File: src/design/mpc_pkg.sv
// package for the multi-purpose compare block: register map, field layout, codes
// assumes one 50 MHz clock and a plain strobe register port
package mpc_pkg;
  localparam int MPC_AW = 4;
  localparam int MPC_DW = 32;
  localparam int MPC_NREG = 4;
  // register indices on the plain port
  localparam logic [3:0] MPC_OFF_MODE_ONE = 4'h0;
  localparam logic [3:0] MPC_OFF_STATUS_ONE = 4'h1;
  localparam logic [3:0] MPC_OFF_CAUSE_CLEAR = 4'h2;
  localparam logic [3:0] MPC_OFF_CMP_STATUS = 4'h3;
  localparam logic [3:0] MPC_OFF_CMP_MODE = 4'h4;
  localparam logic [3:0] MPC_OFF_ACT_CODES = 4'h5;
  localparam logic [3:0] MPC_OFF_CMP_REG0 = 4'h8;
  localparam logic [1:0] MPC_CMP_SEL_MSB = 2'h3;
  // per-register mode nibble: condition in [3:2], object in [1:0]
  localparam int MPC_MODE_W = 4;
  localparam int MPC_COND_LSB = 2;
  localparam logic [1:0] MPC_COND_GE = 2'h0;
  localparam logic [1:0] MPC_COND_GT = 2'h1;
  localparam logic [1:0] MPC_COND_EQ = 2'h2;
  localparam logic [1:0] MPC_COND_LT = 2'h3;
  localparam logic [1:0] MPC_OBJ_LOGICAL = 2'h0;
  localparam logic [1:0] MPC_OBJ_REAL = 2'h1;
  localparam logic [1:0] MPC_OBJ_SPEED = 2'h2;
  localparam logic [1:0] MPC_OBJ_TIMER = 2'h3;
  // action codes, one byte per set in the action code register
  localparam int MPC_ACT_W = 8;
  localparam logic [7:0] MPC_ACT_LD_SPEED = 8'h01;
  localparam logic [7:0] MPC_ACT_LD_PULSE = 8'h02;
  localparam logic [7:0] MPC_ACT_LD_SPLIT = 8'h03;
  localparam logic [7:0] MPC_ACT_LD_BYSET = 8'h04;
  localparam logic [7:0] MPC_ACT_SV_LOGICAL = 8'h05;
  localparam logic [7:0] MPC_ACT_SV_REAL = 8'h06;
  localparam logic [7:0] MPC_ACT_SV_TIMER = 8'h07;
  localparam logic [7:0] MPC_ACT_SV_BYSET = 8'h08;
  localparam logic [7:0] MPC_ACT_LD_REL = 8'h0F;
  localparam logic [7:0] MPC_ACT_LD_ABS = 8'h10;
  // reset values
  localparam logic [3:0] MPC_RST_NIB = 4'h0;
  localparam logic [15:0] MPC_RST_MODE = 16'h0000;
  localparam logic [31:0] MPC_RST_WORD = 32'h0000_0000;

  typedef enum logic [2:0] {
    MPC_LD_DRIVE_SPEED,
    MPC_LD_PULSE_OR_FINISH,
    MPC_LD_SPLIT_PULSE_ONE,
    MPC_LD_LOGICAL_POSITION,
    MPC_LD_REAL_POSITION,
    MPC_LD_INITIAL_SPEED,
    MPC_LD_ACCELERATION
  } mpc_load_kind_t;

  // live motion values that the compare registers look at or save
  typedef struct packed {
    logic signed [31:0] logical_position;
    logic signed [31:0] real_position;
    logic signed [31:0] current_speed;
    logic signed [31:0] current_timer;
    logic signed [31:0] current_accel_decel;
  } mpc_motion_t;

  // parameter load towards the drive generator
  typedef struct packed {
    logic valid;
    mpc_load_kind_t kind;
    logic start_relative;
    logic start_absolute;
    logic [31:0] value;
  } mpc_load_t;

  typedef struct packed {
    logic [MPC_AW-1:0] addr;
    logic [MPC_DW-1:0] wdata;
    logic wr;
    logic rd;
  } mpc_bus_t;
endpackage

File: src/design/mpc_compare_events.sv
// multi-purpose compare registers: live compare status, edge interrupts, sync load/save
// assumes inputs synchronous to i_clk and sync activation pulses from an outside trigger engine
//
// The implementer's own choices: the register addresses and the strobed register port.
`timescale 1ns/1ns
module mpc_compare_events (
  input wire logic i_clk,
  input wire logic i_reset_n,
  input wire mpc_pkg::mpc_bus_t i_bus,
  output logic [mpc_pkg::MPC_DW-1:0] o_rdata,
  input wire mpc_pkg::mpc_motion_t i_motion,
  input wire logic [mpc_pkg::MPC_NREG-1:0] i_sync_fire,
  output mpc_pkg::mpc_load_t o_load,
  output logic o_irq
);
  import mpc_pkg::*;

  typedef struct packed {
    logic [MPC_NREG-1:0] irq_en;
    logic [MPC_NREG-1:0] cause;
    logic [MPC_NREG-1:0] prev_meet;
    logic [15:0] cmp_mode;
    logic [MPC_NREG-1:0][MPC_ACT_W-1:0] act_code;
    logic [MPC_NREG-1:0][31:0] cmp;
    logic [MPC_DW-1:0] rdata;
    logic irq;
    mpc_load_t load;
  } mpc_state_t;

  mpc_state_t st;
  mpc_state_t next_st;
  logic [MPC_NREG-1:0] meet;
  logic [MPC_NREG-1:0] eq;
  logic [MPC_NREG-1:0] ge;
  logic [MPC_NREG-1:0] edge_evt;
  logic [15:0] cmp_status;

  // live comparison of each compare register against its selected object
  genvar g;
  generate
    for (g = 0; g < MPC_NREG; g++) begin : g_cmp
      logic [1:0] obj;
      logic [1:0] cond;
      logic signed [31:0] val;
      assign obj = st.cmp_mode[g*MPC_MODE_W +: 2];
      assign cond = st.cmp_mode[g*MPC_MODE_W+MPC_COND_LSB +: 2];
      assign val = (obj == MPC_OBJ_LOGICAL) ? i_motion.logical_position :
                   (obj == MPC_OBJ_REAL) ? i_motion.real_position :
                   (obj == MPC_OBJ_SPEED) ? i_motion.current_speed : i_motion.current_timer;
      assign eq[g] = (val == $signed(st.cmp[g]));
      assign ge[g] = (val >= $signed(st.cmp[g]));
      // condition decides only the event, never the status bits
      assign meet[g] = (cond == MPC_COND_GE) ? ge[g] :
                       (cond == MPC_COND_GT) ? (ge[g] && !eq[g]) :
                       (cond == MPC_COND_EQ) ? eq[g] : !ge[g];
      assign cmp_status[2*g+1] = eq[g];
      assign cmp_status[2*g] = ge[g];
    end
  endgenerate

  // upper half of the compare status word has no register behind it
  assign cmp_status[15:2*MPC_NREG] = '0;

  // rising condition only; prev_meet runs even while disabled so enabling never fires on a level
  assign edge_evt = meet & ~st.prev_meet & st.irq_en;

  // next state: register port, events, sync load/save
  always_comb begin
    logic [MPC_NREG-1:0] clr;
    logic found;
    logic [1:0] sel;
    logic [7:0] code;
    next_st = st;
    clr = '0;
    found = 1'b0;
    sel = 2'h0;
    code = 8'h00;
    next_st.prev_meet = meet;
    next_st.rdata = '0;
    next_st.load.valid = 1'b0;
    next_st.load.start_relative = 1'b0;
    next_st.load.start_absolute = 1'b0;
    // host writes
    if (i_bus.wr) begin
      case (i_bus.addr)
        MPC_OFF_MODE_ONE: next_st.irq_en = i_bus.wdata[MPC_NREG-1:0];
        MPC_OFF_CAUSE_CLEAR: clr = i_bus.wdata[MPC_NREG-1:0];
        MPC_OFF_CMP_MODE: next_st.cmp_mode = i_bus.wdata[15:0];
        MPC_OFF_ACT_CODES: next_st.act_code = i_bus.wdata;
        default: begin
          if (i_bus.addr[MPC_AW-1:2] == MPC_OFF_CMP_REG0[MPC_AW-1:2]) begin
            next_st.cmp[i_bus.addr[1:0]] = i_bus.wdata;
          end
        end
      endcase
    end
    // host reads; data stand one cycle, unmapped reads give zero
    if (i_bus.rd) begin
      case (i_bus.addr)
        MPC_OFF_MODE_ONE: next_st.rdata = {28'h0000000, st.irq_en};
        MPC_OFF_STATUS_ONE: begin
          next_st.rdata = {28'h0000000, st.cause};
          clr = st.cause;
        end
        MPC_OFF_CMP_STATUS: next_st.rdata = {16'h0000, cmp_status};
        MPC_OFF_CMP_MODE: next_st.rdata = {16'h0000, st.cmp_mode};
        MPC_OFF_ACT_CODES: next_st.rdata = st.act_code;
        default: begin
          if (i_bus.addr[MPC_AW-1:2] == MPC_OFF_CMP_REG0[MPC_AW-1:2]) begin
            next_st.rdata = st.cmp[i_bus.addr[1:0]];
          end
        end
      endcase
    end
    // an event in the clearing cycle survives: set wins over clear
    next_st.cause = (st.cause & ~clr) | edge_evt;
    // lowest active set wins; one load/save per cycle keeps the drive port single
    for (int i = MPC_NREG - 1; i >= 0; i--) begin
      if (i_sync_fire[i]) begin
        found = 1'b1;
        sel = i[1:0];
      end
    end
    if (found) begin
      code = st.act_code[sel];
      next_st.load.value = st.cmp[sel];
      case (code)
        MPC_ACT_LD_SPEED: begin
          next_st.load.valid = 1'b1;
          next_st.load.kind = MPC_LD_DRIVE_SPEED;
        end
        MPC_ACT_LD_PULSE: begin
          next_st.load.valid = 1'b1;
          next_st.load.kind = MPC_LD_PULSE_OR_FINISH;
        end
        MPC_ACT_LD_SPLIT: begin
          next_st.load.valid = 1'b1;
          next_st.load.kind = MPC_LD_SPLIT_PULSE_ONE;
        end
        MPC_ACT_LD_BYSET: begin
          next_st.load.valid = 1'b1;
          case (sel)
            2'h0: next_st.load.kind = MPC_LD_LOGICAL_POSITION;
            2'h1: next_st.load.kind = MPC_LD_REAL_POSITION;
            2'h2: next_st.load.kind = MPC_LD_INITIAL_SPEED;
            default: next_st.load.kind = MPC_LD_ACCELERATION;
          endcase
        end
        MPC_ACT_LD_REL: begin
          next_st.load.valid = 1'b1;
          next_st.load.kind = MPC_LD_PULSE_OR_FINISH;
          next_st.load.start_relative = 1'b1;
        end
        MPC_ACT_LD_ABS: begin
          next_st.load.valid = 1'b1;
          next_st.load.kind = MPC_LD_PULSE_OR_FINISH;
          next_st.load.start_absolute = 1'b1;
        end
        // saves override a host write to the same register in that cycle
        MPC_ACT_SV_LOGICAL: next_st.cmp[sel] = i_motion.logical_position;
        MPC_ACT_SV_REAL: next_st.cmp[sel] = i_motion.real_position;
        MPC_ACT_SV_TIMER: next_st.cmp[sel] = i_motion.current_timer;
        MPC_ACT_SV_BYSET: begin
          if (sel == 2'h0) begin
            next_st.cmp[sel] = i_motion.current_speed;
          end else if (sel == 2'h1) begin
            next_st.cmp[sel] = i_motion.current_accel_decel;
          end
        end
        default: next_st.load.valid = 1'b0;
      endcase
    end
    next_st.irq = |(next_st.cause & next_st.irq_en);
  end

  // state register
  always_ff @(posedge i_clk or negedge i_reset_n) begin
    if (!i_reset_n) begin
      st.irq_en <= MPC_RST_NIB;
      st.cause <= MPC_RST_NIB;
      st.prev_meet <= MPC_RST_NIB;
      st.cmp_mode <= MPC_RST_MODE;
      st.act_code <= MPC_RST_WORD;
      st.cmp <= '0;
      st.rdata <= MPC_RST_WORD;
      st.irq <= 1'b0;
      st.load <= '0;
    end else begin
      st <= next_st;
    end
  end

  assign o_rdata = st.rdata;
  assign o_load = st.load;
  assign o_irq = st.irq;
endmodule // mpc_compare_events

File: config.mk
export PLATFORM = sky130hd
export DESIGN_NAME = mpc_compare_events
export DESIGN_NICKNAME = d
export VERILOG_FILES = /design/src/design/mpc_pkg.sv /design/src/design/mpc_compare_events.sv
export SDC_FILE = /design/constraint.sdc
export NUM_CORES = 1
export LEC_CHECK = 0
export ABC_CLOCK_PERIOD_IN_PS = 4230
export BUFFER_PORTS_ARGS = -buffer_cell sky130_fd_sc_hd__buf_2
export CAP_MARGIN = 20
export CORE_MARGIN = 2
export CORE_UTILIZATION = 25
export CTS_CLUSTER_SIZE = 8
export DETAILED_ROUTE_END_ITERATION = 10
export PLACE_DENSITY = 0.47
export SYNTH_ARGS = -nofsm -noshare
export SYNTH_HDL_FRONTEND = slang
export SYNTH_SLANG_ARGS = --single-unit
File: constraint.sdc
create_clock -name i_clk -period 4.23 [get_ports i_clk]
set_input_delay 0.2115 -clock i_clk [delete_from_list [all_inputs] [get_ports i_clk]]
set_output_delay 0.2115 -clock i_clk [all_outputs]
set_load 0.01 [all_outputs]
==> impl_metrics.ini, run 1 <==
[outcome]
status = finished clean

[sta]
hold_viol_final = 0
period_needed_ps = 4100
finClkSkew_ps = 20.1
max_slew_margin_pct = 26.2
rsz0062_at_grt = no
worst_pin_slew_ps = 1100
fmax_mhz = 244
drv_slew = 0
layout_setup_ws_ps = 132
min_period_over_period_pct = 96.9
setup-violations-final = 0
holdWs_ps = 35.7

[synth]
synth_seq_area_share_pct = 27.8
synthCells = 2419
yosysWarnings = 0
synth-seq-cells = 259
avgSynthCellArea_um2 = 9.63
ys.flop_type = dfrtp_1
synth.cell_area_um2 = 23300
yosysTopAreaCell = dfrtp_1
synth_top_area_share_pct = 27.8
netlist_top_cells_area = dfrtp_1 28%, mux4_2 16%, ha_1 7.1%
synth-async-reset-ratio_pct = 100
synth_nets = 2756
synthDistinctLibCells = 74
synth_edf_count = 0

[worst_setup_path]
crit_required_ps = 4670
path_cells = buf_4, mux4_2, ha_1, nand4_1, nor3_1, a21boi_0, or4b_2, a221oi_4, buf_4, mux2i_1, nand2_1, a22o_1, a211o_1
cp.arrival_ps = 4540
cp_max_fo = 8
crit_type = reg -> reg
crit_path_end_kind = flop
cpMaxStageDelayCell = or4b_2
path_common_cell = buf_4
crit_path_start_kind = flop
cpPeakStageDelay_ps = 750

[floorplanning]
io_pins = 275
fp.dieW_um = 309
core_area_um2 = 91900
initial_core_util_pct = 25.3
dieArea_um2 = 95600
row_count = 111
die_y_um = 309

[place]
hpwl_um = 84700
routabilityCongestion = 0.938
place_ws_ps = -242
port_buffers = 274
placed_cell_area_um2 = 26100

[clock_network]
htreeDepth = 2
clock-root-buffer = clkbuf_16
cts_buffers = 40
cts.clk_slew.worst_paths_ps = 60
clock_latency_ps = 570
cts.path.max_buffers = 3
numClockSinks = 259
cts_tree = done

[job]
timing.max_cap.violations = 0

[global_route]
grtUsageMet3_pct = 6.10
antenna_found_initial = 29
gr-total-overflow = 0
grtUsageMet2_pct = 36.1
gr-usage-met1_pct = 32.1
grt_use_total_pct = 23.6
grt-busiest-layer = met2
grt_pass1_vias = 21500
grt_start_max_net_pins = 74
grt_pass1_wl_um = 163000

[cells_and_area]
stdcell_area_um2 = 27400
multiInputGateArea_um2 = 15200
area_delta_synth_final_pct = 17.6
final_common_cell = buf_2
fillerInstances = 9824
drive_gt1_share_pct = 29.3
fin_util_pct = 29.8
fin_nets = 2933
seqCellArea_um2 = 6500
most-common-layout-cells = 272 x buf_2, 251 x dfrtp_1, 216 x a21oi_1, 208 x nand2_1, 162 x mux4_2

[route]
drc = 0
drt_iter0_markers = 2394
via_per_inst = 5.72
firstDrtPassIters = 6
wirelength_um = 115000
wl_per_cell_um = 29.7
route.antenna.remaining_nets = 0
vias = 22100

[power_and_ir_drop]
p_leak_nw = 11.6
vdd.ir_drop.worst_mv = 0.266
p_total_w = 0.0142
power.density_nw_per_um2 = 519

[hold_path]
hold_path.class = in -> reg
-- Yosys cell counts (all sizes together), types with 5 or more instances --
library cell  instances
mux4                162
nor3                  8
a21o                 11
dfrtp               259
nand2               210
o22ai                33
a21oi               219
o221ai               32
inv                 149
buf                 125
a22oi               143
nand4                23
o211ai                6
o21a                  5
mux2                120
a211oi               81
nor2                125
ha                  133
o21ai                96
nor3b                 5
nor4                 13
nor2b                25
and2                 16
clkbuf              134
a31oi                33
mux2i               156
a221oi                6
nand2b                6
nand3                26
-- registers in the layout (all words and copies together) (netlist names) --
name,cells
st,172
g_cmp.obj,8
o_load,38
o_rdata,32
g_cmp.cond,8
o_irq,1
-- critical path, delay by kind of cell (launching register included) --
kind	cells	cell delay, ps
multiplexers	2	730
buffers and inverters	2	410
flip-flops	1	350
AND/OR/NAND/NOR	4	1260
adder cells (fa/ha/maj)	1	330
AO/OA/AOI/OAI	4	880
-- layer usage --
metal  up-vias  wire, µm
li1       9481         -
met3       246     11200
met2      1226     50500
met1     11100     48500
met5         -       160
met4        30      4180
-- cells by family (layout without fill, tap and decap cells) --
family	count (synthesis)	count (layout)	share of synthesized area (%)
simple gates	484	484	9.64
buf+inv	408	597	7.85
other cells	0	5	0
xor+xnor	2	2	0.0752
fa+ha+maj	133	133	7.15
flops	259	259	27.8
compound gates	695	695	19.2
mux	438	438	28.2
-- worst paths after layout --
check | slack (ps) | to | cells after the start | start
worst max-delay path | 130 | o_irq | 13 | g_cmp[3].obj[0]
worst min-delay path | 40 | st[205] | 2 | i_bus[8]
worst max register to register | 130 | o_irq | 13 | g_cmp[3].obj[0]
worst min register to register | 520 | o_load[34] | 2 | o_load[34]
max in group asynchronous | 3050 | o_rdata[12] | 3 | i_reset_n
min in group asynchronous | 220 | st[189] | 2 | i_reset_n
-- area by class of cell --
class | count | area share [%]
diodes | 5 | 0.0457
clock buffers | 50 | 3.90
clock inverters | 4 | 0.137
inverters | 149 | 2.04
multi-input cells | 1752 | 55.4
flip-flops and latches | 259 | 23.7
well taps | 1243 | 5.68
repair buffers | 394 | 9.05
-- repair_timing --
action / in CTS / in global routing
pin swaps: 0 / 2
endpoints found under the hold margin: 78 / 0
hold buffers: 11 / 0
resized for setup: 5 / 8
buffers inserted: 0 / 4
endpoints found under the setup margin: 2 / 3
-- power breakdown --
group          total [W]  internal [W]  switching [W]
clock network    0.00304       0.00175        0.00129
registers        0.00425       0.00327       0.000979
logic            0.00694       0.00308        0.00386
-- stage by stage --
| stage | TNS, ps | std cells |
|---|---|---|
| after detailed placement | -259 | 3782 |
| after global placement | -160 | 3782 |
| after CTS | 0 | 3847 |
| after floorplan | 0 | 2419 |
| after global routing | 0 | 3853 |
| final | 0 | 3856 |
(Power assumes the default switching activity.)
==> run 2: changes to the inputs <==
- ABC_CLOCK_PERIOD_IN_PS: 4230 -> 3300
- clock period: 4.23 -> 3.3 ns (I/O delays scaled with it)
==> run 2 against run 1 <==
The flow now finishes with violations (setup timing). Sequential share of layout area shrank 3.0 points. Critical path type unchanged. Largest cell class unchanged. Non-clock buffer count increased by 334. Clock-buffer cell count is 2 higher. Clock skew grew 13 ps. Highest routed layer unchanged. Critical endpoint unchanged.
==> impl_metrics.ini, run 2 (same netlist as run 1, synthesis figures left out) <==
[worst_setup_path]
crit_path_start_kind = flop
crit_path_end_kind = flop
cp.arrival_ps = 4230
path_common_cell = buf_12
cpMaxStageDelayCell = or4b_4
cpPeakStageDelay_ps = 570
path_cells = buf_12, mux4_2, ha_4, nand4_1, nor3_2, a21boi_1, or4b_4, a221oi_4, buf_12, mux2i_2, nand2_1, a22o_1, a211o_1
crit_required_ps = 3760
reg2reg_depth = 13
crit_type = reg -> reg
cp_max_fo = 8

[sta]
period_needed_ps = 3780
worst_pin_slew_ps = 1080
setup-violations-final = 14
max_slew_margin_pct = 27.8
layout_setup_ws_ps = -476
finClkSkew_ps = 33.5
rsz0062_at_grt = yes
fin_tns_setup_ps = -2510
hold_viol_final = 0
min_period_over_period_pct = 114
fmax_mhz = 265
drv_slew = 0

[global_route]
grt_pass1_vias = 22800
antenna_found_initial = 26
grt_use_total_pct = 25.0
grt_pass1_wl_um = 172000
gr-total-overflow = 0
grt_start_max_net_pins = 81

[place]
placed_cell_area_um2 = 28500
hpwl_um = 90300
port_buffers = 274
place_ws_ps = -838
routabilityCongestion = 0.972

[cells_and_area]
area_delta_synth_final_pct = 34.4
final_common_cell = buf_4
seqCellArea_um2 = 6490
fin_nets = 3266
drive_gt1_share_pct = 39.5
largest_reg_flops = 172
multiInputGateArea_um2 = 15900
stdcell_area_um2 = 31300
most-common-layout-cells = 356 x buf_4, 272 x buf_2, 251 x dfrtp_1, 205 x nand2_1, 205 x a21oi_1
regMostFlops = st
fillerInstances = 9549

[floorplanning]
die_y_um = 309
initial_core_util_pct = 25.3
core_area_um2 = 91900
fp.dieW_um = 309
io_pins = 275
dieArea_um2 = 95600
row_count = 111

[power_and_ir_drop]
p_leak_nw = 13.6
p_total_w = 0.0204
vdd.ir_drop.worst_mv = 0.348
power.density_nw_per_um2 = 652

[hold_path]
hold_path.class = in -> reg
min_path_cells = 3

[outcome]
status = finished, violations left
violations = setup timing

[clock_network]
cts.clk_slew.worst_paths_ps = 60
htreeDepth = 2
clock_latency_ps = 600
clock-root-buffer = clkbuf_16
numClockSinks = 259
cts.path.max_buffers = 3
cts_tree = done
cts_buffers = 39

[route]
route.antenna.remaining_nets = 0
vias = 23700
drt_iter0_markers = 2749
via_per_inst = 5.65
drc = 0
firstDrtPassIters = 5
wl_per_cell_um = 29.4
wirelength_um = 123000

[job]
timing.max_cap.violations = 0
-- run 2: layer usage --
layer	vias to the layer above	wire length, µm	global-route usage, %
met3	288	12700	6.32
met4	34	4730	8.69
met5	-	202	0
met2	1400	54900	38.5
met1	11800	50600	33.8
li1	10100	-	-
-- run 2: timing repair --
item	in CTS	in global routing
hold buffers	30	0
buffers inserted	22	20
gates cloned	4	5
setup endpoints to repair	97	96
endpoints found under the hold margin	249	0
pin swaps	32	25
gates resized for setup	93	55
-- run 2: final cells by class --
| cell class | instances | area share [%] |
|---|---|---|
| well taps | 1243 | 4.97 |
| clock inverters | 2 | 0.0800 |
| multi-input cells | 1752 | 50.8 |
| inverters | 149 | 1.80 |
| repair buffers | 728 | 18.1 |
| flip-flops and latches | 259 | 20.8 |
| clock buffers | 52 | 3.47 |
| diodes | 6 | 0.0480 |
-- run 2: metrics by stage --
step	cells	util, %	hold WS (ps)
3_3_place_gp	4054	31.0	114
6_report	4191	34.0	23.1
3_5_place_dp	4054	31.0	110
2_1_floorplan	2419	-	-131
5_1_grt	4188	34.0	26.0
4_1_cts	4163	33.4	2.58
-- run 2: power breakdown --
part | total, W | switching, W | internal (W)
combinational | 0.0112 | 0.00585 | 0.00532
clock | 0.00394 | 0.00168 | 0.00227
sequential | 0.00529 | 0.00111 | 0.00418
total | 0.0204 | 0.00863 | 0.0118
-- run 2: worst max-delay path, delay by kind of cell (launching register included) --
| kind | cells | cell delay, ps |
|---|---|---|
| AO/OA/AOI/OAI | 4 | 900 |
| adder cells (fa/ha/maj) | 1 | 230 |
| buffers and inverters | 2 | 320 |
| flip-flops | 1 | 460 |
| multiplexers | 2 | 740 |
| AND/OR/NAND/NOR | 4 | 980 |
-- run 2: final timing paths --
check	from	end	slack, ps
max in group asynchronous	i_reset_n	o_rdata[19]	2330
setup reg to reg	g_cmp[3].obj[0]	o_irq	-480
hold / removal	i_bus[4]	st[73]	20
setup / recovery	g_cmp[3].obj[0]	o_irq	-480
min in group asynchronous	i_reset_n	st[125]	90
hold reg to reg	o_load[35]	o_load[35]	520
==> run 3: changes to the inputs <==
- CORE_UTILIZATION: 25 -> 55
- PLACE_DENSITY: 0.47 -> 0.79
==> run 3 against run 2 <==
The run still ends with setup timing left. Power rose by 0.29%. First-iteration DRC count grew 36%. Final cell count decreased by 18%. Final area is 3.6% lower. Clock-buffer cell count fell by 10. Maximum frequency increased by 0.73%. Clock skew is essentially flat. Worst setup slack improved by 27 ps. Combinational power is essentially flat.
==> impl_metrics.ini, run 3 (same netlist as run 1, synthesis figures left out) <==
[floorplanning]
row_count = 75
die_y_um = 210
io_pins = 275
dieArea_um2 = 44000
fp.dieW_um = 210
core_area_um2 = 41900
initial_core_util_pct = 55.6

[global_route]
antenna_found_initial = 7
grt_start_max_net_pins = 93
grt_use_total_pct = 47.3
grt_pass1_vias = 24500
gr-total-overflow = 0
grt_pass1_wl_um = 155000

[cells_and_area]
stdcell_area_um2 = 30200
regMostFlops = st
final_common_cell = buf_4
largest_reg_flops = 172
area_delta_synth_final_pct = 29.5
drive_gt1_share_pct = 38.8
fin_nets = 3213
most-common-layout-cells = 302 x buf_4, 272 x buf_2, 255 x dfrtp_1, 207 x a21oi_1, 205 x nand2_1

[route]
route.antenna.remaining_nets = 0
via_per_inst = 7.34
top_layer_used = met5
drc = 0
drt_iter0_markers = 3748
wirelength_um = 108000
routed-wl-met3_um = 16700
met1_length_um = 37800
wl_per_cell_um = 31.5
firstDrtPassIters = 7
met2_length_um = 45400
vias = 25100

[sta]
rsz0062_at_grt = yes
period_needed_ps = 3750
min_period_over_period_pct = 114
hold_viol_final = 0
max_slew_margin_pct = 37.9
drv_slew = 0
fmax_mhz = 267
worst_pin_slew_ps = 932
setup-violations-final = 14
layout_setup_ws_ps = -449
finClkSkew_ps = 33.2
fin_tns_setup_ps = -2060

[worst_setup_path]
cp_max_fo = 8
crit_type = reg -> reg
r2r_setup_slack_ps = -450
crit_required_ps = 3760
crit_path_start_kind = flop
crit_path_end_kind = flop
cp.arrival_ps = 4210

[job]
timing.max_cap.violations = 0

[power_and_ir_drop]
p_total_w = 0.0205
power.density_nw_per_um2 = 678
p_leak_nw = 13.3
vdd.ir_drop.worst_mv = 0.387

[clock_network]
numClockSinks = 259
cts_buffers = 38
clock-root-buffer = clkbuf_16
htreeDepth = 2
clock_latency_ps = 590
cts.clk_slew.worst_paths_ps = 60
cts.path.max_buffers = 3
cts_tree = done

[hold_path]
hold_path.class = in -> reg

[outcome]
violations = setup timing
status = finished, violations left

[place]
hpwl_um = 74200
routabilityCongestion = 1.04
place_ws_ps = -692
placed_cell_area_um2 = 27200
port_buffers = 274
-- run 3: area by class of cell --
class | instances | area (µm²)
diodes | 5 | 12.5
clock buffers | 42 | 986
clock inverters | 3 | 62.6
fillers | 3099 | 11700
inverters | 149 | 562
multi-input cells | 1752 | 16100
flip-flops and latches | 259 | 6490
well taps | 539 | 674
repair buffers | 676 | 5270
-- run 3: critical path: stages, from the launching register on --
cell	delay, ps
dfrtp_2	440
buf_12	170
buf_12	160
mux4_2	530
ha_4	320
and2_1	210
nand2_2	130
nor4_4	520
a221oi_4	120
buf_6	170
mux2i_2	150
a41o_1	240
a22o_1	220
a211o_1	220
-- run 3: metal layers --
layer,vias to the layer above,track usage (%)
met3,602,16.5
met2,2394,69.1
met1,12100,60.3
met4,6,28.9
li1,10000,-
met5,-,1.33
-- run 3: path summary, 6_finish.rpt --
| path | start | endpoint | cells after the start |
|---|---|---|---|
| min | i_bus[10] | g_cmp[2].obj[0] | 2 |
| min in group asynchronous | i_reset_n | st[156] | 2 |
| max reg2reg | g_cmp[2].obj[0] | o_irq | 13 |
| min reg2reg | o_load[34] | o_load[34] | 2 |
| max | g_cmp[2].obj[0] | o_irq | 13 |
| max in group asynchronous | i_reset_n | st[176] | 3 |
-- run 3: power by group --
part	switching (W)	total (W)	internal, W
logic	0.00606	0.0114	0.00533
registers	0.00119	0.00537	0.00418
clock network	0.00160	0.00370	0.00211
total	0.00884	0.0205	0.0116
-- run 3: metrics by stage --
stage	std cells	util (%)	hold WS [ps]
2_1_floorplan	2419	-	-131
3_3_place_gp	3303	65.1	136
3_5_place_dp	3303	65.1	138
4_1_cts	3406	70.7	0.322
5_1_grt	3423	72.0	29.4
6_report	3425	72.1	27.0
-- run 3: repair_timing --
action / 4_1_cts / 5_1_grt
setup endpoints to repair: 104 / 115
setup buffers: 33 / 16
hold endpoints to repair: 111 / 0
resized for setup: 106 / 58
cloned: 3 / 5
hold buffers: 26 / 0
pin swaps: 43 / 29
